<file path="config.mk">
export PLATFORM = sky130hd
export DESIGN_NAME = reader_status_test_fifo_regs
export DESIGN_NICKNAME = d
export VERILOG_FILES = /design/src/logic/reader_status_pkg.sv /design/src/logic/peak_level_latch.sv /design/src/logic/reader_status_test_fifo_regs.sv
export SDC_FILE = /design/constraint.sdc
export NUM_CORES = 1
export LEC_CHECK = 0
export BUFFER_PORTS_ARGS = -buffer_cell sky130_fd_sc_hd__buf_4
export CAP_MARGIN = 20
export CELL_PAD_IN_SITES_DETAIL_PLACEMENT = 2
export CELL_PAD_IN_SITES_GLOBAL_PLACEMENT = 2
export CORE_ASPECT_RATIO = 2
export CORE_MARGIN = 4
export CORE_UTILIZATION = 29
export CTS_CLUSTER_DIAMETER = 80
export DETAILED_ROUTE_END_ITERATION = 10
export GPL_TIMING_DRIVEN = 1
export PLACE_DENSITY_LB_ADDON = 0.12
export SLEW_MARGIN = 5
export SYNTH_ARGS = -nofsm -noshare
export SYNTH_HDL_FRONTEND = slang
export SYNTH_HIERARCHICAL = 1
export SYNTH_SLANG_ARGS = --single-unit
</file>
<file path="constraint.sdc">
create_clock -name clk_i -period 5.9 [get_ports clk_i]
set_input_delay 1.18 -clock clk_i [delete_from_list [all_inputs] [get_ports clk_i]]
set_output_delay 1.18 -clock clk_i [all_outputs]
set_load 0.01 [all_outputs]
</file>
<file path="src/logic/reader_status_pkg.sv">
// Constants and carrier types for the reader status, test and FIFO status registers.
// Assumes a 125 MHz register clock and an APB slave with 32-bit data.
package reader_status_pkg;

  // ---------------------------------------------------------------
  // Bus and clock
  // ---------------------------------------------------------------
  localparam int          ADDR_W        = 8;
  localparam int          DATA_W        = 32;
  localparam int          CLK_FREQ_MHZ  = 125;

  // ---------------------------------------------------------------
  // Register indices (byte address is four times the index)
  // ---------------------------------------------------------------
  localparam logic [7:0]  IDX_STRENGTH  = 8'h0f;
  localparam logic [7:0]  IDX_RX_TEST   = 8'h1a;
  localparam logic [7:0]  IDX_CODER     = 8'h1b;
  localparam logic [7:0]  IDX_FIFO      = 8'h1c;

  // ---------------------------------------------------------------
  // Reset values
  // ---------------------------------------------------------------
  localparam logic [7:0]  RX_TEST_RST   = 8'h00;
  localparam logic [7:0]  CODER_RST     = 8'h00;

  // ---------------------------------------------------------------
  // Strength register fields
  // ---------------------------------------------------------------
  localparam int          LEVEL_W       = 3;
  localparam int          MAIN_LSB      = 0;
  localparam int          AUX_LSB       = 3;
  localparam int          OSC_OK_BIT    = 6;
  localparam int          LEVEL_STEP_DB = 4;

  // ---------------------------------------------------------------
  // Receiver test register fields
  // ---------------------------------------------------------------
  localparam int          SUBC_IN_BIT   = 7;
  localparam int          SUBC_OUT_BIT  = 6;
  localparam int          DIRECT_BIT    = 5;
  localparam int          STAGE_SEL_BIT = 4;
  localparam int          ATT2_BIT      = 3;
  localparam int          ATT1_BIT      = 2;
  localparam int          FOLLOW_BIT    = 1;
  localparam int          AGC_TEST_BIT  = 0;

  // ---------------------------------------------------------------
  // Coder test register fields
  // ---------------------------------------------------------------
  localparam int          RF_LVL_BIT    = 7;
  localparam int          IO_HI_BIT     = 3;
  localparam int          IO_LO_BIT     = 2;
  localparam int          DEC_TEST_BIT  = 1;
  localparam int          FAST_CLK_BIT  = 0;
  localparam logic [7:0]  CODER_WMASK   = 8'h8f;
  localparam logic [7:0]  TEST_MODE_MSK = 8'h0e;

  // ---------------------------------------------------------------
  // FIFO status fields and thresholds
  // ---------------------------------------------------------------
  localparam int          FIFO_DEPTH    = 12;
  localparam int          FIFO_HIGH_LVL = 9;
  localparam int          FIFO_LOW_LVL  = 3;
  localparam int          FHIGH_BIT     = 6;
  localparam int          FLOW_BIT      = 5;
  localparam int          FOVF_BIT      = 4;
  localparam int          CNT_W         = 4;

  // ---------------------------------------------------------------
  // Oscillator settling
  // ---------------------------------------------------------------
  localparam int          OSC_SETTLE_US = 200;
  localparam int          OSC_SETTLE_CYC = OSC_SETTLE_US * CLK_FREQ_MHZ;

  // ---------------------------------------------------------------
  // Carrier types
  // ---------------------------------------------------------------
  typedef struct packed {
    logic [ADDR_W-1:0] paddr;
    logic              psel;
    logic              penable;
    logic              pwrite;
    logic [DATA_W-1:0] pwdata;
  } apb_req_t;

  typedef struct packed {
    logic [DATA_W-1:0] prdata;
    logic              pready;
    logic              pslverr;
  } apb_rsp_t;

  typedef struct packed {
    logic [LEVEL_W-1:0] envelope;
    logic [LEVEL_W-1:0] rf_amplitude;
  } level_in_t;

endpackage

</file>
<file path="src/logic/peak_level_latch.sv">
// Peak-hold latch for one receive channel strength code.
// Assumes clear and sample strobes synchronous to clk_i.
`timescale 1ns/1ps
module peak_level_latch #(
  parameter int W = 3
) (
  input  wire logic         clk_i,    // Register clock
  input  wire logic         rst_n_i,  // Synchronous reset, active low
  input  wire logic         clear_i,  // Drop the held peak
  input  wire logic         sample_i, // Track the input this cycle
  input  wire logic [W-1:0] level_i,  // Present level code
  output logic      [W-1:0] peak_o    // Held peak code
);

  logic [W-1:0] peak_reg;

  always_ff @(posedge clk_i) begin
    if (!rst_n_i || clear_i) begin
      peak_reg <= '0;
    end else if (sample_i && (level_i > peak_reg)) begin
      peak_reg <= level_i;
    end
  end

  assign peak_o = peak_reg;

endmodule

</file>
<file path="src/logic/reader_status_test_fifo_regs.sv">
// Strength/oscillator status, two test registers and FIFO status, behind an APB slave.
// Assumes all inputs synchronous to clk_i; chip_enable_i low acts as a reset of the bank.
// Contract
// - Strength values stay valid from reception start until next transmit starts.
// - Strength capture keeps the peak envelope, readable after the packet ends.
// - Envelope is measured, except RF amplitude during the amplitude command.
// - Latched strength values clear when the next transmit action starts.
// - Each channel strength is a 3-bit code, seven steps of 4 dB.
// - Bits 2:0 hold main level, bits 5:3 auxiliary level, MSB on top.
// - Auxiliary channel uses secondary input, primary input when swap bit set.
// - Bit 6 shows the oscillator stable, about 200 us after start.
// - Both test registers reset to zero on reset or chip enable low.
// - Test bit 7 makes keying pin a digital decoder input.
// - Test bit 6 drives receiver subcarrier out on subcarrier pin.
// - Test bit 5 enables direct transmit keying through pin unless bit 6 is set, plus receiver reset.
// - Test bit 4 picks first or second amplifier stage for output.
// - Test bits 3 and 2 drop stage gain 6 dB, halve high-pass corner.
// - Test bit 0 shows gain control level in the main strength bits.
// - Decoder or I/O test bits enter test mode until stop clears them.
// - Coder test bit 0 clocks the coders at the fast rate.
// - FIFO status bit 7 always reads zero.
// - FIFO high flag bit 6 set at 9 bytes during reception.
// - FIFO low flag bit 5 set at 3 bytes during transmission.
// - Overflow bit 4 set when host writes more bytes than the FIFO holds.
// - Bits 3:0 report unread byte count minus one.
// - Combined FIFO event bit reflects high in reception, low in transmission.
//
// The implementer's own choice: register access over APB.
`timescale 1ns/1ps
module reader_status_test_fifo_regs #(
  parameter int OSC_SETTLE_CYCLES = reader_status_pkg::OSC_SETTLE_CYC,
  parameter int FIFO_DEPTH        = reader_status_pkg::FIFO_DEPTH
) (
  input  wire logic                                clk_i,             // 125 MHz clock
  input  wire logic                                rst_n_i,           // Sync reset, low
  input  wire logic                                chip_enable_i,     // Low resets bank
  input  wire reader_status_pkg::apb_req_t         apb_req_i,         // APB request
  output reader_status_pkg::apb_rsp_t              apb_rsp_o,         // APB response
  input  wire logic                                rx_active_i,       // Reception running
  input  wire logic                                tx_start_i,        // Transmit start pulse
  input  wire logic                                rf_level_cmd_i,    // Amplitude command
  input  wire reader_status_pkg::level_in_t        primary_receive_input_i,   // Primary levels
  input  wire reader_status_pkg::level_in_t        secondary_receive_input_i, // Secondary levels
  input  wire logic                                input_swap_i,      // Swap option bit
  input  wire logic [reader_status_pkg::LEVEL_W-1:0] agc_level_i,     // Gain control level
  input  wire logic                                keying_pin_i,      // Keying pin level
  input  wire logic                                decoder_data_i,    // Normal decoder data
  input  wire logic                                rx_subcarrier_i,   // Receiver subcarrier
  input  wire logic                                tx_modulation_i,   // Normal tx keying
  input  wire logic                                subcarrier_io_pin_i, // Pin level in
  output logic                                     subcarrier_io_pin_o, // Pin level out
  output logic                                     subcarrier_io_pin_oe_o, // Pin drive
  output logic                                     decoder_data_o,    // Decoder input
  output logic                                     tx_modulation_o,   // Transmit keying
  output logic                                     rx_reset_o,        // Receiver reset
  output logic                                     stage_select_o,    // 1 = second stage
  output logic                                     second_stage_attenuate_o, // -6 dB
  output logic                                     first_stage_attenuate_o,  // -6 dB
  output logic                                     follower_test_o,   // Follower test
  output logic                                     rf_level_test_enable_o, // RF level test
  input  wire logic                                stop_condition_i,  // Stop pulse
  output logic                                     test_mode_o,       // Test mode active
  output logic                                     coder_fast_clock_select_o, // Fast coder
  input  wire logic                                rx_mode_i,         // FIFO in receive use
  input  wire logic                                tx_mode_i,         // FIFO in transmit use
  input  wire logic                                fifo_push_i,       // Byte written
  input  wire logic                                fifo_pop_i,        // Byte read out
  input  wire logic                                fifo_clear_i,      // FIFO reset
  output logic                                     fifo_event_o       // High/low level flag
);

  // ---------------------------------------------------------------
  // Local types and helpers
  // ---------------------------------------------------------------
  localparam int LW = reader_status_pkg::LEVEL_W;
  localparam int CW = reader_status_pkg::CNT_W;
  localparam int OW = $clog2(OSC_SETTLE_CYCLES + 1);

  function automatic logic reg_hit(input logic [reader_status_pkg::ADDR_W-1:0] addr,
                                   input logic [7:0] idx);
    reg_hit = (addr[reader_status_pkg::ADDR_W-1:2] == idx[5:0]) && (addr[1:0] == 2'b00);
  endfunction

  logic          bank_rst;
  logic          wr_en;
  logic          rd_phase;
  logic          hit_strength;
  logic          hit_rx_test;
  logic          hit_coder;
  logic          hit_fifo;
  logic          hit_any;
  logic [7:0]    rx_test_reg;
  logic [7:0]    coder_reg;
  logic [OW-1:0] osc_cnt_reg;
  logic          osc_ok_reg;
  logic [CW-1:0] fifo_cnt_reg;
  logic [CW-1:0] fifo_cnt_next;
  logic          fifo_ovf_reg;
  logic [LW-1:0] main_src;
  logic [LW-1:0] aux_src;
  logic [LW-1:0] main_peak;
  logic [LW-1:0] aux_peak;
  logic [7:0]    strength_val;
  logic [7:0]    fifo_val;
  logic          fifo_high;
  logic          fifo_low;
  logic [7:0]    rd_val;
  logic [reader_status_pkg::DATA_W-1:0] prdata_reg;

  // ---------------------------------------------------------------
  // Bus decode
  // ---------------------------------------------------------------
  assign bank_rst     = !rst_n_i || !chip_enable_i;
  assign hit_strength = reg_hit(apb_req_i.paddr, reader_status_pkg::IDX_STRENGTH);
  assign hit_rx_test  = reg_hit(apb_req_i.paddr, reader_status_pkg::IDX_RX_TEST);
  assign hit_coder    = reg_hit(apb_req_i.paddr, reader_status_pkg::IDX_CODER);
  assign hit_fifo     = reg_hit(apb_req_i.paddr, reader_status_pkg::IDX_FIFO);
  assign hit_any      = hit_strength | hit_rx_test | hit_coder | hit_fifo;
  assign wr_en        = apb_req_i.psel & apb_req_i.penable & apb_req_i.pwrite;
  assign rd_phase     = apb_req_i.psel & ~apb_req_i.penable & ~apb_req_i.pwrite;

  // Zero wait states; data captured during setup, so it is ready at access
  assign apb_rsp_o.pready  = 1'b1;
  assign apb_rsp_o.pslverr = apb_req_i.psel & apb_req_i.penable & ~hit_any;
  assign apb_rsp_o.prdata  = prdata_reg;

  // ---------------------------------------------------------------
  // Strength measurement
  // ---------------------------------------------------------------
  // Envelope normally, RF amplitude while the amplitude command runs
  assign main_src = rf_level_cmd_i ? primary_receive_input_i.rf_amplitude
                                   : primary_receive_input_i.envelope;
  assign aux_src  = input_swap_i
                  ? (rf_level_cmd_i ? primary_receive_input_i.rf_amplitude
                                    : primary_receive_input_i.envelope)
                  : (rf_level_cmd_i ? secondary_receive_input_i.rf_amplitude
                                    : secondary_receive_input_i.envelope);

  // Peak is held after reception ends and dropped at the next transmit
  peak_level_latch #(
    .W (LW)
  ) u_main_peak (
    .clk_i    (clk_i),
    .rst_n_i  (!bank_rst),
    .clear_i  (tx_start_i),
    .sample_i (rx_active_i | rf_level_cmd_i),
    .level_i  (main_src),
    .peak_o   (main_peak)
  );

  peak_level_latch #(
    .W (LW)
  ) u_aux_peak (
    .clk_i    (clk_i),
    .rst_n_i  (!bank_rst),
    .clear_i  (tx_start_i),
    .sample_i (rx_active_i | rf_level_cmd_i),
    .level_i  (aux_src),
    .peak_o   (aux_peak)
  );

  // ---------------------------------------------------------------
  // Oscillator settle timer
  // ---------------------------------------------------------------
  always_ff @(posedge clk_i) begin
    if (bank_rst) begin
      osc_cnt_reg <= '0;
      osc_ok_reg  <= 1'b0;
    end else if (osc_cnt_reg == OW'(OSC_SETTLE_CYCLES - 1)) begin
      osc_ok_reg  <= 1'b1;
    end else begin
      osc_cnt_reg <= osc_cnt_reg + OW'(1);
    end
  end

  // Seven 4 dB steps on a 3-bit code per channel
  always_comb begin
    strength_val = 8'h00;
    strength_val[reader_status_pkg::MAIN_LSB +: LW] =
      rx_test_reg[reader_status_pkg::AGC_TEST_BIT] ? agc_level_i : main_peak;
    strength_val[reader_status_pkg::AUX_LSB +: LW] = aux_peak;
    strength_val[reader_status_pkg::OSC_OK_BIT] = osc_ok_reg;
  end

  // ---------------------------------------------------------------
  // Receiver test register
  // ---------------------------------------------------------------
  always_ff @(posedge clk_i) begin
    if (bank_rst) begin
      rx_test_reg <= reader_status_pkg::RX_TEST_RST;
    end else if (wr_en && hit_rx_test) begin
      rx_test_reg <= apb_req_i.pwdata[7:0];
    end
  end

  assign decoder_data_o = rx_test_reg[reader_status_pkg::SUBC_IN_BIT]
                        ? keying_pin_i : decoder_data_i;
  assign subcarrier_io_pin_oe_o = rx_test_reg[reader_status_pkg::SUBC_OUT_BIT];
  assign subcarrier_io_pin_o    = rx_test_reg[reader_status_pkg::SUBC_OUT_BIT]
                                & rx_subcarrier_i;
  // Direct keying takes the pin as input unless the pin drives the subcarrier
  assign tx_modulation_o = (rx_test_reg[reader_status_pkg::DIRECT_BIT]
                           && !rx_test_reg[reader_status_pkg::SUBC_OUT_BIT])
                         ? subcarrier_io_pin_i : tx_modulation_i;
  assign rx_reset_o      = rx_test_reg[reader_status_pkg::DIRECT_BIT];
  assign stage_select_o  = rx_test_reg[reader_status_pkg::STAGE_SEL_BIT];
  assign second_stage_attenuate_o = rx_test_reg[reader_status_pkg::ATT2_BIT];
  assign first_stage_attenuate_o  = rx_test_reg[reader_status_pkg::ATT1_BIT];
  assign follower_test_o = rx_test_reg[reader_status_pkg::FOLLOW_BIT];

  // ---------------------------------------------------------------
  // Coder test register
  // ---------------------------------------------------------------
  // A host write in the stop cycle wins, so a fresh request is not lost
  always_ff @(posedge clk_i) begin
    if (bank_rst) begin
      coder_reg <= reader_status_pkg::CODER_RST;
    end else if (wr_en && hit_coder) begin
      coder_reg <= apb_req_i.pwdata[7:0] & reader_status_pkg::CODER_WMASK;
    end else if (stop_condition_i) begin
      coder_reg <= coder_reg & ~reader_status_pkg::TEST_MODE_MSK;
    end
  end

  assign test_mode_o = |(coder_reg & reader_status_pkg::TEST_MODE_MSK);
  assign coder_fast_clock_select_o = coder_reg[reader_status_pkg::FAST_CLK_BIT];
  assign rf_level_test_enable_o    = coder_reg[reader_status_pkg::RF_LVL_BIT];

  // ---------------------------------------------------------------
  // FIFO fill tracking
  // ---------------------------------------------------------------
  always_comb begin
    fifo_cnt_next = fifo_cnt_reg;
    if (fifo_push_i && !fifo_pop_i && (fifo_cnt_reg != CW'(FIFO_DEPTH))) begin
      fifo_cnt_next = fifo_cnt_reg + CW'(1);
    end else if (fifo_pop_i && !fifo_push_i && (fifo_cnt_reg != '0)) begin
      fifo_cnt_next = fifo_cnt_reg - CW'(1);
    end
  end

  always_ff @(posedge clk_i) begin
    if (bank_rst || fifo_clear_i) begin
      fifo_cnt_reg <= '0;
    end else begin
      fifo_cnt_reg <= fifo_cnt_next;
    end
  end

  // Overflow sticks until the FIFO is cleared; a push into a full FIFO in the clear cycle still sets it
  always_ff @(posedge clk_i) begin
    if (bank_rst) begin
      fifo_ovf_reg <= 1'b0;
    end else if (fifo_push_i && !fifo_pop_i && (fifo_cnt_reg == CW'(FIFO_DEPTH))) begin
      fifo_ovf_reg <= 1'b1;
    end else if (fifo_clear_i) begin
      fifo_ovf_reg <= 1'b0;
    end
  end

  assign fifo_high = rx_mode_i
                   && (fifo_cnt_reg >= CW'(reader_status_pkg::FIFO_HIGH_LVL));
  assign fifo_low  = tx_mode_i
                   && (fifo_cnt_reg <= CW'(reader_status_pkg::FIFO_LOW_LVL));
  assign fifo_event_o = fifo_high | fifo_low;

  always_comb begin
    fifo_val = 8'h00;
    fifo_val[reader_status_pkg::FHIGH_BIT] = fifo_high;
    fifo_val[reader_status_pkg::FLOW_BIT]  = fifo_low;
    fifo_val[reader_status_pkg::FOVF_BIT]  = fifo_ovf_reg;
    fifo_val[CW-1:0] = (fifo_cnt_reg == '0) ? '0 : fifo_cnt_reg - CW'(1);
  end

  // ---------------------------------------------------------------
  // Read mux; strength and FIFO status have no write path
  // ---------------------------------------------------------------
  always_comb begin
    rd_val = 8'h00;
    if (hit_strength) begin
      rd_val = strength_val;
    end else if (hit_rx_test) begin
      rd_val = rx_test_reg;
    end else if (hit_coder) begin
      rd_val = coder_reg;
    end else if (hit_fifo) begin
      rd_val = fifo_val;
    end
  end

  always_ff @(posedge clk_i) begin
    if (bank_rst) begin
      prdata_reg <= '0;
    end else if (rd_phase) begin
      prdata_reg <= {24'h000000, rd_val};
    end
  end

endmodule

</file>
Yosys cells after proc, flatten, opt, wreduce, memory -nomap -nowiden
Cells that the tools add are included.
{"block": "word_totals", "output_inout_bits": 47, "input_bits": 76, "regBits": 48}
{"block": "op_classes", "muxes": 17, "magnitude_cmp": 4, "n_eq_ne": 7, "reduce_logical": 31, "bitwise": 14, "add_sub_neg": 3}
{"cell": "2-to-1 mux 8 bit", "count": 4}
{"cell": "equality test 6 x 5 -> 1 bit (second input constant)", "count": 3}
{"cell": "logical AND 1 bit", "count": 16}
{"cell": "2-to-1 mux 4 bit", "count": 4}
{"cell": "adder 15 x 1 -> 15 bit (second input constant)", "count": 1}
{"cell": "equality test 15 bit (second input constant)", "count": 1}
{"cell": "2-to-1 mux 3 bit", "count": 4}
{"cell": "2-to-1 mux 7 bit", "count": 1}
{"cell": "bitwise AND 1 bit", "count": 6}
{"cell": "equality test 6 x 4 -> 1 bit (second input constant)", "count": 1}
{"cell": "greater-than comparator 3 bit", "count": 2}
{"cell": "nonzero test 2 bit", "count": 3}
{"cell": "logical NOT 1 bit", "count": 5}
{"cell": "OR 1 bit", "count": 5}
{"cell": "adder 4 x 1 -> 4 bit (second input constant)", "count": 1}
{"cell": "equality test 4 bit (second input constant)", "count": 1}
{"cell": "greater-or-equal comparator 4 bit (second input constant)", "count": 1}
{"cell": "less-or-equal comparator 4 x 2 -> 1 bit (second input constant)", "count": 1}
{"cell": "logical NOT 4 bit", "count": 1}
{"cell": "2-to-1 mux 1 bit", "count": 4}
{"cell": "inequality test 4 bit (second input constant)", "count": 1}
{"cell": "nonzero test 4 bit", "count": 1}
{"cell": "subtractor 4 x 1 -> 4 bit (second input constant)", "count": 1}
{"cell": "logical OR 1 bit", "count": 3}
{"cell": "other kinds (3)", "count": 5}

Depth between registers and ports, before layout
Gate-level depths: netlist of run 1.
{"block": "logic_depth", "depth_word": 7, "mapped_depth": 10, "ltp_nobuf": 9}

Modules after synthesis
Netlist of run 1, hierarchy kept.
{"mod": "reader_status_test_fifo_regs", "area_each_um2": 2623.8, "instances": 1, "cells_each": 311}
{"mod": "peak_level_latch", "area_each_um2": 230.2, "instances": 2, "cells_each": 25}

Worst setup path after synthesis of run 1
OpenSTA, ideal clock, no wires.
{"block": "synth_path", "path_kind": "in2out", "from": "in apb_req_i[39] (netlist bit)", "to": "out apb_rsp_o[0] (netlist bit)", "required_time_ps": 4720, "path_slack_ps": 2581, "arrival_time_ps": 2139, "n_path_buf": 1, "cell_stages": 4, "path_cell_list": "clkbuf_1 or4bb_1 nor2_1 nor2_1"}
{"item": "from (decl)", "line": "reader_status_test_fifo_regs.sv:37", "text": "input wire reader_status_pkg::apb_req_t apb_req_i,"}
{"item": "to (decl)", "line": "reader_status_test_fifo_regs.sv:38", "text": "output reader_status_pkg::apb_rsp_t apb_rsp_o,"}

==> results of run 1 <==
how the worst max path moves through the flow:
stage,slack [ns],end,cells past startpoint
floorplan,2.58,apb_rsp_o[0],4
global placement,2.19,apb_rsp_o[0],5
detailed placement,2.18,apb_rsp_o[0],5
CTS,2.18,apb_rsp_o[0],5
global route,2.12,apb_rsp_o[0],5
finish,2.18,apb_rsp_o[0],5
cell usage after synthesis (3+ instances only):
| master | n | area, µm² |
|---|---|---|
| a32o_1 | 3 | 30.0 |
| or3b_2 | 4 | 35.0 |
| a211oi_1 | 4 | 30.0 |
| xor2_1 | 9 | 78.8 |
| nand4_1 | 3 | 18.8 |
| and2_1 | 5 | 31.3 |
| a221o_1 | 3 | 30.0 |
| nand3_1 | 24 | 120 |
| nor2b_1 | 4 | 25.0 |
| nand2_1 | 24 | 90.1 |
| a21oi_1 | 17 | 85.1 |
| a21boi_1 | 6 | 45.0 |
| buf_4 | 25 | 188 |
| o21ai_0 | 14 | 70.1 |
| nor2_1 | 36 | 135 |
| ha_1 | 11 | 138 |
| or4bb_1 | 6 | 67.6 |
| dfxtp_1 | 48 | 961 |
| nor3_1 | 7 | 35.0 |
| clkbuf_1 | 9 | 33.8 |
| or3_1 | 7 | 43.8 |
| mux2i_1 | 19 | 190 |
| o31ai_1 | 3 | 22.5 |
| mux2_2 | 5 | 56.3 |
| inv_1 | 12 | 45.0 |
| nand2b_1 | 4 | 25.0 |
area by class of cell:
cell class                 instances  area share [%]
timing repair buffer              74            14.5
multi-input combinational        289            50.3
tap                              137            4.46
clock buffer                       6            3.61
clock inverter                     2            1.01
inverter                          12            1.17
sequential                        48            25.0
kinds of logic after synthesis:
| group | Yosys count | synth area share (%) |
|---|---|---|
| mux | 24 | 7.99 |
| flops | 48 | 31.2 |
| buf+inv | 47 | 9.01 |
| other cells | 2 | 0.243 |
| compound gates | 70 | 16.1 |
| fa+ha+maj | 11 | 4.46 |
| xor+xnor | 11 | 3.12 |
| simple gates | 148 | 27.9 |
critical path, cell delays in order:
cell and delay [ns]:
buf_4 0.12, or4b_1 0.74, nor2_1 0.28, nor2_1 0.08, buf_4 0.14
layer usage:
layer  track usage [%]  vias to the layer above  share of wire (%)
met4              5.40                        0                2.1
met5                 0                        -                  0
met2              34.2                       55                 61
met3              2.05                       11                3.0
met1              15.3                     1381                 34
li1                  -                     1379                  -
through the flow:
| stage | power, mW | area [µm²] |
|---|---|---|
| 2_1_floorplan | 0.411 | 3170 |
| 3_3_place_gp | 0.444 | 3660 |
| 3_5_place_dp | 0.448 | 3660 |
| 4_1_cts | 0.795 | 3840 |
| 5_1_grt | 0.821 | 3840 |
| 6_report | 0.783 | 3840 |
power groups by stage:
stage	clock (mW)	combinational, mW	sequential [mW]
floorplan	0	0.0763	0.334
global placement	0	0.109	0.335
detailed placement	0	0.113	0.335
CTS	0.355	0.114	0.327
global route	0.368	0.125	0.327
finish	0.343	0.113	0.327
==> summary.md, run 1 <==
| Metric | Value |
|---|---|
| Post-synthesis cell count | `361` |
| Outcome | `finished clean` |
| Setup TNS | `0 ns` |
| Worst Path Required | `4.72 ns` |
| Cell leakage power | `1.50 nW` |
| Placed Cells | `560` |
| Data arrival, critical path | `2.54 ns` |
| Area occupied by multi-input gates | `1930 µm²` |
| Synth Flop Type | `dfxtp_1` |
| Clock sinks | `48` |
| I/O pin cnt | `123` |
| EDFF count, synth | `0` |
| Crit path kind | `in -> out` |
| Peak supply drop | `0.114 mV` |
| Post-CTS setup buffer count | `0` |
| Clock share of power | `43.8%` |
| DIE AREA | `12400 µm²` |
| PD cells | `204 nW/µm²` |
| Flip-flop count of the largest register after layout | `15` |
| NumNets Final | `517` |
| Mean Syn Cell Area | `8.54 µm²` |
| Part of the power in registers | `41.8%` |
| Starting DRT DRC Count | `92` |
| # H-tree levels | `2` |
| R2r startpoint | `osc_cnt_reg[6]` |
| Hold WS | `0.470 ns` |
| CP startpoint kind | `input pin` |
| Final setup margin | `2.18 ns` |
| Final ANT Viol Nets | `0` |
| GRT overflow | `0` |
| Syn. warnings | `6` |
| Final wirelength | `9890 µm` |
| Placer congestion estimate | `0.781` |
| DP HPWL | `8240 µm` |
| Unrepaired setup endpoints after global routing | `no` |
| Area delta synth->final | `24.6%` |
| NetSw | `0.193 mW` |
| Worst-Skew Late Latency | `0.29 ns` |
| N_diodes | `0` |
| Worst Reg-to-Reg Cells | `4` |
| Max Freq | `269 MHz` |
| Final Non-Filler Cells | `568` |
| Commonest non-fill, non-tap cell in the layout | `buf_4` |
| Post-Syn Area | `3080 µm²` |
| Row cnt | `53` |
| Worst Skew | `0.00589 ns` |
| # DRC | `0` |
| Slew Viols, Final | `0` |
| Largest net degree at the start of global routing | `35` |
| Post_cts resized | `0` |
| P_int | `0.590 mW` |
| Post-synthesis cell type count | `57` |
| Root Driver | `clkbuf_16` |
| Max transition margin | `48.8%` |
| CTS tree | `done` |
| Share of flip-flops with an asynchronous set or reset | `0%` |
| Worst Tran Pin Value | `0.762 ns` |
| Dpl ws | `2.18 ns` |
| Flops & latches, synth | `48` |
| Layout cell share with drive strength beyond 1 | `24.4%` |
| Hold crit path type | `reg -> reg` |
| Core Util, Final | `36.7%` |
| Overall routing resource usage | `16.4%` |
| Area of the core | `10500 µm²` |
| Worst hold endpoint | `prdata_reg[6]` |
| Leading cell types in the layout, fill and taps excluded | `buf_4, dfxtp_1, nor2_1, conb_1` |
| Vias in the first global route | `3208` |
| First-pass DRT Iterations | `4` |
| CP Capture Type | `primary output` |
| Seq/Total Area, Yosys | `31.2%` |
| Hold Crit Depth | `2` |
| Switching Fraction | `24.7%` |
| Critical path fanouts, max | `9` |
| Initial Util | `29.4%` |
| Comb power frac | `14.4%` |
| Die Ht | `154 µm` |
| Die span in x | `80.9 µm` |
| Final period utilization | `63.0%` |
| DR WL/cell | `17.4 µm` |
| Hold Path Origin | `prdata_reg[6]` |
| First-pass GRT wire length | `15900 µm` |
| Antenna violations before repair | `0` |
| Tmin final | `3.72 ns` |
| Num CTS Buffers | `5` |
| DR vias | `2826` |
| CTS clk-pin slew, worst paths | `0.07 ns` |
| Clk buf depth | `2` |
| CTS Hold Bufs | `0` |
| # setup viols final | `0` |
| R2R setup slack | `3.92 ns` |
| Max Cap Viol | `0` |
| Avg Vias per Cell | `4.98` |
| R2r endpoint | `osc_cnt_reg[14]` |
| Fin. Hold Viols | `0` |
| Reg area | `961 µm²` |
| Worst Setup SP | `apb_req_i[42]` |
| Fillers | `1263` |
| Port bufs | `73` |
No activity file was read; power rests on OpenSTA's default activity.
==> inputs of run 2 (changes only) <==
--- a/config.mk
+++ b/config.mk
@@ -11,7 +11,7 @@
 export CELL_PAD_IN_SITES_GLOBAL_PLACEMENT = 2
 export CORE_ASPECT_RATIO = 2
 export CORE_MARGIN = 4
-export CORE_UTILIZATION = 29
+export CORE_UTILIZATION = 25
 export CTS_CLUSTER_DIAMETER = 80
 export DETAILED_ROUTE_END_ITERATION = 10
 export GPL_TIMING_DRIVEN = 1
==> constraint.sdc (replaced) <==
create_clock -name clk_i -period 3.4 [get_ports clk_i]
set_input_delay 0.68 -clock clk_i [delete_from_list [all_inputs] [get_ports clk_i]]
set_output_delay 0.68 -clock clk_i [all_outputs]
set_load 0.01 [all_outputs]
==> run 2 against run 1 <==
Highest routed layer unchanged; core utilization is 4.8 points lower; clock power is 74% higher; largest cell class unchanged; global-route usage is 2.1 points lower.
==> summary.md, run 2 (synthesized netlist as in run 1, its figures left out) <==
| Metric | Value |
|---|---|
| Worst Skew | `0.0134 ns` |
| Hold crit path type | `reg -> reg` |
| Leading cell types in the layout, fill and taps excluded | `buf_4, dfxtp_1, nor2_1, conb_1` |
| Max transition margin | `60.3%` |
| Max Cap Viol | `0` |
| Clk buf depth | `2` |
| Overall routing resource usage | `14.4%` |
| DR vias | `2815` |
| GRT overflow | `0` |
| Data arrival, critical path | `2.01 ns` |
| Flip-flop count of the largest register after layout | `15` |
| Setup TNS | `0 ns` |
| Commonest non-fill, non-tap cell in the layout | `buf_4` |
| Area of the core | `12100 µm²` |
| Die span in x | `86.5 µm` |
| Worst Tran Pin Value | `0.594 ns` |
| CP Capture Type | `primary output` |
| Max Freq | `372 MHz` |
| Root Driver | `clkbuf_16` |
| Post_cts resized | `0` |
| DR WL/cell | `17.6 µm` |
| Largest net degree at the start of global routing | `30` |
| CTS tree | `done` |
| Hold Crit Depth | `2` |
| Unrepaired setup endpoints after global routing | `no` |
| Final Non-Filler Cells | `580` |
| CTS clk-pin slew, worst paths | `0.07 ns` |
| I/O pin cnt | `123` |
| N_diodes | `0` |
| Crit path kind | `in -> out` |
| Slew Viols, Final | `0` |
| Fin. Hold Viols | `0` |
| Final ANT Viol Nets | `0` |
| Port bufs | `73` |
| Outcome | `finished clean` |
| Die Ht | `165 µm` |
| Worst hold endpoint | `prdata_reg[7]` |
| Core Util, Final | `31.9%` |
| Peak supply drop | `0.173 mV` |
| Placed Cells | `572` |
| Final wirelength | `10200 µm` |
| CTS Hold Bufs | `0` |
| Worst Reg-to-Reg Cells | `4` |
| Clock sinks | `48` |
| First-pass DRT Iterations | `6` |
| Num CTS Buffers | `5` |
| Area delta synth->final | `25.5%` |
| DIE AREA | `14300 µm²` |
| Tmin final | `2.69 ns` |
| R2r startpoint | `osc_cnt_reg[6]` |
| Post-CTS setup buffer count | `0` |
| Starting DRT DRC Count | `54` |
| Area occupied by multi-input gates | `1930 µm²` |
| Vias in the first global route | `3044` |
| Row cnt | `57` |
| Avg Vias per Cell | `4.85` |
| First-pass GRT wire length | `15900 µm` |
| Final period utilization | `79.1%` |
| Finished Cell Area | `3870 µm²` |
| PD cells | `351 nW/µm²` |
| NumNets Final | `519` |
| DP HPWL | `8580 µm` |
| CP startpoint kind | `input pin` |
| # H-tree levels | `2` |
| Placer congestion estimate | `0.750` |
| Critical path fanouts, max | `9` |
| R2r endpoint | `osc_cnt_reg[14]` |
| Cell leakage power | `1.51 nW` |
| Worst Path Required | `2.72 ns` |
| Worst-Skew Late Latency | `0.30 ns` |
| Placed cell areas | `3690 µm²` |
| # DRC | `0` |
| Antenna violations before repair | `0` |
| Hold WS | `0.466 ns` |
| # setup viols final | `0` |
| Layout cell share with drive strength beyond 1 | `24.7%` |
| Initial Util | `25.4%` |
| R2R setup slack | `1.33 ns` |
| Fillers | `1422` |
| Hold Path Origin | `prdata_reg[7]` |
| Reg area | `961 µm²` |
-- run 2: worst max-delay path by stage --
stage	startpoint	to	slack [ns]	cells after the start
CTS	apb_req_i[42]	apb_rsp_o[0]	0.70	5
floorplan	rf_level_cmd_i	u_aux_peak/peak_o[0]	0.93	9
global placement	apb_req_i[42]	apb_rsp_o[0]	0.70	5
finish	apb_req_i[42]	apb_rsp_o[0]	0.71	5
global route	apb_req_i[42]	apb_rsp_o[0]	0.63	5
detailed placement	apb_req_i[42]	apb_rsp_o[0]	0.70	5
-- run 2: layout make-up --
class / instances / area share, %
Multi-Input combinational cell: 289 / 49.9
Tap cell: 147 / 4.75
Sequential cell: 48 / 24.8
Clock inverter: 2 / 1.00
Inverter: 12 / 1.16
Clock buffer: 6 / 3.59
Timing Repair Buffer: 76 / 14.7
-- run 2: critical path, stage by stage --
cell	delay, ns
buf_4	0.12
or4b_1	0.73
nor2_1	0.26
nor2_1	0.07
buf_4	0.14
-- run 2: report_power, final --
group / switching, mW / internal (mW) / leakage, nW
clock network: 0.227 / 0.369 / 0.0871
registers: 0.00320 / 0.565 / 0.387
logic: 0.106 / 0.0892 / 1.03
total: 0.336 / 1.02 / 1.51
-- run 2: metrics by stage --
| step | total power, mW | worst slack, ns |
|---|---|---|
| global placement | 0.773 | 0.703 |
| global route | 1.44 | 0.631 |
| finish | 1.36 | 0.712 |
| CTS | 1.39 | 0.696 |
| floorplan | 0.713 | 0.928 |
| detailed placement | 0.780 | 0.701 |
-- run 2: layer usage --
| metal | wire, µm | global-route usage (%) | vias up | share of wire, % |
|---|---|---|---|---|
| li1 | - | - | 1389 | - |
| met1 | 3400 | 13.2 | 1376 | 33 |
| met2 | 6430 | 30.9 | 44 | 63 |
| met3 | 280 | 1.84 | 6 | 2.7 |
| met4 | 110 | 3.90 | 0 | 1.1 |
| met5 | 0 | 0 | - | 0 |
==> inputs of run 3 (changes only) <==
==> constraint.sdc (replaced) <==
create_clock -name clk_i -period 2.3 [get_ports clk_i]
set_input_delay 0.46 -clock clk_i [delete_from_list [all_inputs] [get_ports clk_i]]
set_output_delay 0.46 -clock clk_i [all_outputs]
set_load 0.01 [all_outputs]
==> run 3 against run 2 <==
Global-route usage grew 0.078 points; core utilization grew 0.44 points; count of clock-buffer cells in the layout is the same; non-clock buffer count grew 9; register-to-register slack lost 1.0 ns; sequential power grew 48%; cell area grew 1.4%; via count grew 2.3%; power grew 45%; sequential share of layout area shrank 0.34 points; combinational power grew 49%.
==> summary.md, run 3 (synthesized netlist as in run 1, its figures left out) <==
| Metric | Value |
|---|---|
| Tmin final | `2.17 ns` |
| DR WL/cell | `17.3 µm` |
| Critical path fanouts, max | `5` |
| Worst path cell trace | `buf_4 -> or4b_1 -> nor2_1 -> nor2_1 -> buf_4` |
| Critical Path End | `apb_rsp_o[0]` |
| Worst Tran Pin Value | `0.548 ns` |
| Hold WS | `0.405 ns` |
| Crit path kind | `in -> out` |
| P_int | `1.48 mW` |
| CTS tree | `done` |
| Largest net degree at the start of global routing | `30` |
| Hold crit path type | `in -> reg` |
| Worst Path Required | `1.84 ns` |
| N_diodes | `0` |
| Unrepaired setup endpoints after global routing | `no` |
| Clock share of power | `42.5%` |
| Overall Power | `1.97 mW` |
| First-pass DRT Iterations | `4` |
| Max Cap Viol | `0` |
| First-pass GRT wire length | `16000 µm` |
| Fillers | `1459` |
| Vias in the first global route | `3120` |
| Row cnt | `57` |
| Worst-Skew Late Latency | `0.29 ns` |
| Overall routing resource usage | `14.4%` |
| Cell leakage power | `1.55 nW` |
| I/O pin cnt | `123` |
| Clock sinks | `48` |
| Buffers and inverters on the worst path | `2` |
| Family with the most delay on the worst path | `simple AND/OR/NAND/NOR gates` |
| Max transition margin | `63.4%` |
| Antenna violations before repair | `0` |
| CTS clk-pin slew, worst paths | `0.07 ns` |
| Leading cell types in the layout, fill and taps excluded | `buf_4, dfxtp_1, nor2_1, conb_1` |
| NetSw | `0.485 mW` |
| CTS Hold Bufs | `0` |
| Clk buf depth | `2` |
| Final period utilization | `94.3%` |
| Peak supply drop | `0.310 mV` |
| Part of the power in registers | `42.7%` |
| Setup TNS | `0 ns` |
| Max Freq | `461 MHz` |
| Die Ht | `165 µm` |
| DR vias | `2881` |
| Final ANT Viol Nets | `0` |
| Post-CTS setup buffer count | `0` |
| Layout cell share with drive strength beyond 1 | `26.0%` |
| Worst path slowest cell | `or4b_1` |
| Placed cell areas | `3760 µm²` |
| Root Driver | `clkbuf_16` |
| Area delta synth->final | `27.2%` |
| DP HPWL | `8610 µm` |
| Initial Util | `25.4%` |
| Worst Skew | `0.00552 ns` |
| Post_cts resized | `0` |
| Flip-flop count of the largest register after layout | `15` |
| R2r endpoint | `osc_cnt_reg[14]` |
| Slew Viols, Final | `0` |
| Delay of the slowest critical-path stage | `0.68 ns` |
| Port bufs | `73` |
| Die span in x | `86.5 µm` |
| Final wirelength | `10200 µm` |
| Worst Setup SP | `apb_req_i[42]` |
| Dpl ws | `0.0203 ns` |
| R2r startpoint | `osc_cnt_reg[10]` |
| Outcome | `finished clean` |
| CP startpoint kind | `input pin` |
| R2R setup slack | `0.33 ns` |
| Area of the core | `12100 µm²` |
| CP Capture Type | `primary output` |
| Switching Fraction | `24.7%` |
| Num CTS Buffers | `5` |
| WP depth | `5` |
| NumNets Final | `528` |
| # DRC | `0` |
| Hold Path Origin | `apb_req_i[4]` |
| Data arrival, critical path | `1.71 ns` |
| # setup viols final | `0` |
| Worst Reg-to-Reg Cells | `4` |
| # H-tree levels | `2` |
| Avg Vias per Cell | `4.89` |
| PD cells | `501 nW/µm²` |
| Final setup margin | `0.130 ns` |
| Comb power frac | `14.8%` |
| GRT overflow | `0` |
| Placer congestion estimate | `0.767` |
| DIE AREA | `14300 µm²` |
| Commonest non-fill, non-tap cell in the layout | `buf_4` |
| Starting DRT DRC Count | `61` |
| Fin. Hold Viols | `0` |
| Finished Cell Area | `3920 µm²` |
-- run 3: layer usage --
layer	global-route usage [%]	share of wire, %	vias to the layer above
met5	0	0	-
met4	4.04	1.2	0
met3	1.89	2.8	7
met2	30.9	63	47
met1	13.4	33	1424
li1	-	-	1403
-- run 3: worst register-to-register path, stage by stage (launching register included) --
cell and delay (ns):
dfxtp_1 0.36, or4b_2 0.70, nor4_4 0.51, or4b_2 0.22, o211a_1 0.13
-- run 3: worst min-delay path by stage --
stage | endpoint | slack [ns] | cells after the start
after detailed placement | prdata_reg[7] | 0.46 | 2
after global routing | rx_test_reg[4] | 0.41 | 3
after CTS | rx_test_reg[4] | 0.40 | 3
after global placement | osc_ok_reg | 0.46 | 2
final | rx_test_reg[4] | 0.40 | 3
after floorplan | osc_ok_reg | 0.44 | 2
-- run 3: metrics by stage --
step                      cells  util (%)
after CTS                   589      32.4
after detailed placement    581      31.0
after global placement      581      31.0
after global routing        589      32.4
final                       589      32.4
after floorplan             384         -
-- run 3: cell type report --
cell class              count  area (µm²)  share of cell area, %
flip-flops and latches     48         961                   24.5
clock buffers               6         129                   3.28
repair buffers             85         638                   16.3
multi-input cells         289        1930                   49.2
well taps                 147         184                   4.69
clock inverters             2        35.0                  0.893
inverters                  12        45.0                   1.15
-- run 3: power groups by stage --
stage	combinational (mW)	sequential, mW	clock [mW]
after floorplan	0.196	0.858	0
after global placement	0.286	0.859	0
after detailed placement	0.294	0.859	0
after CTS	0.296	0.840	0.872
after global routing	0.323	0.840	0.907
final	0.291	0.840	0.836
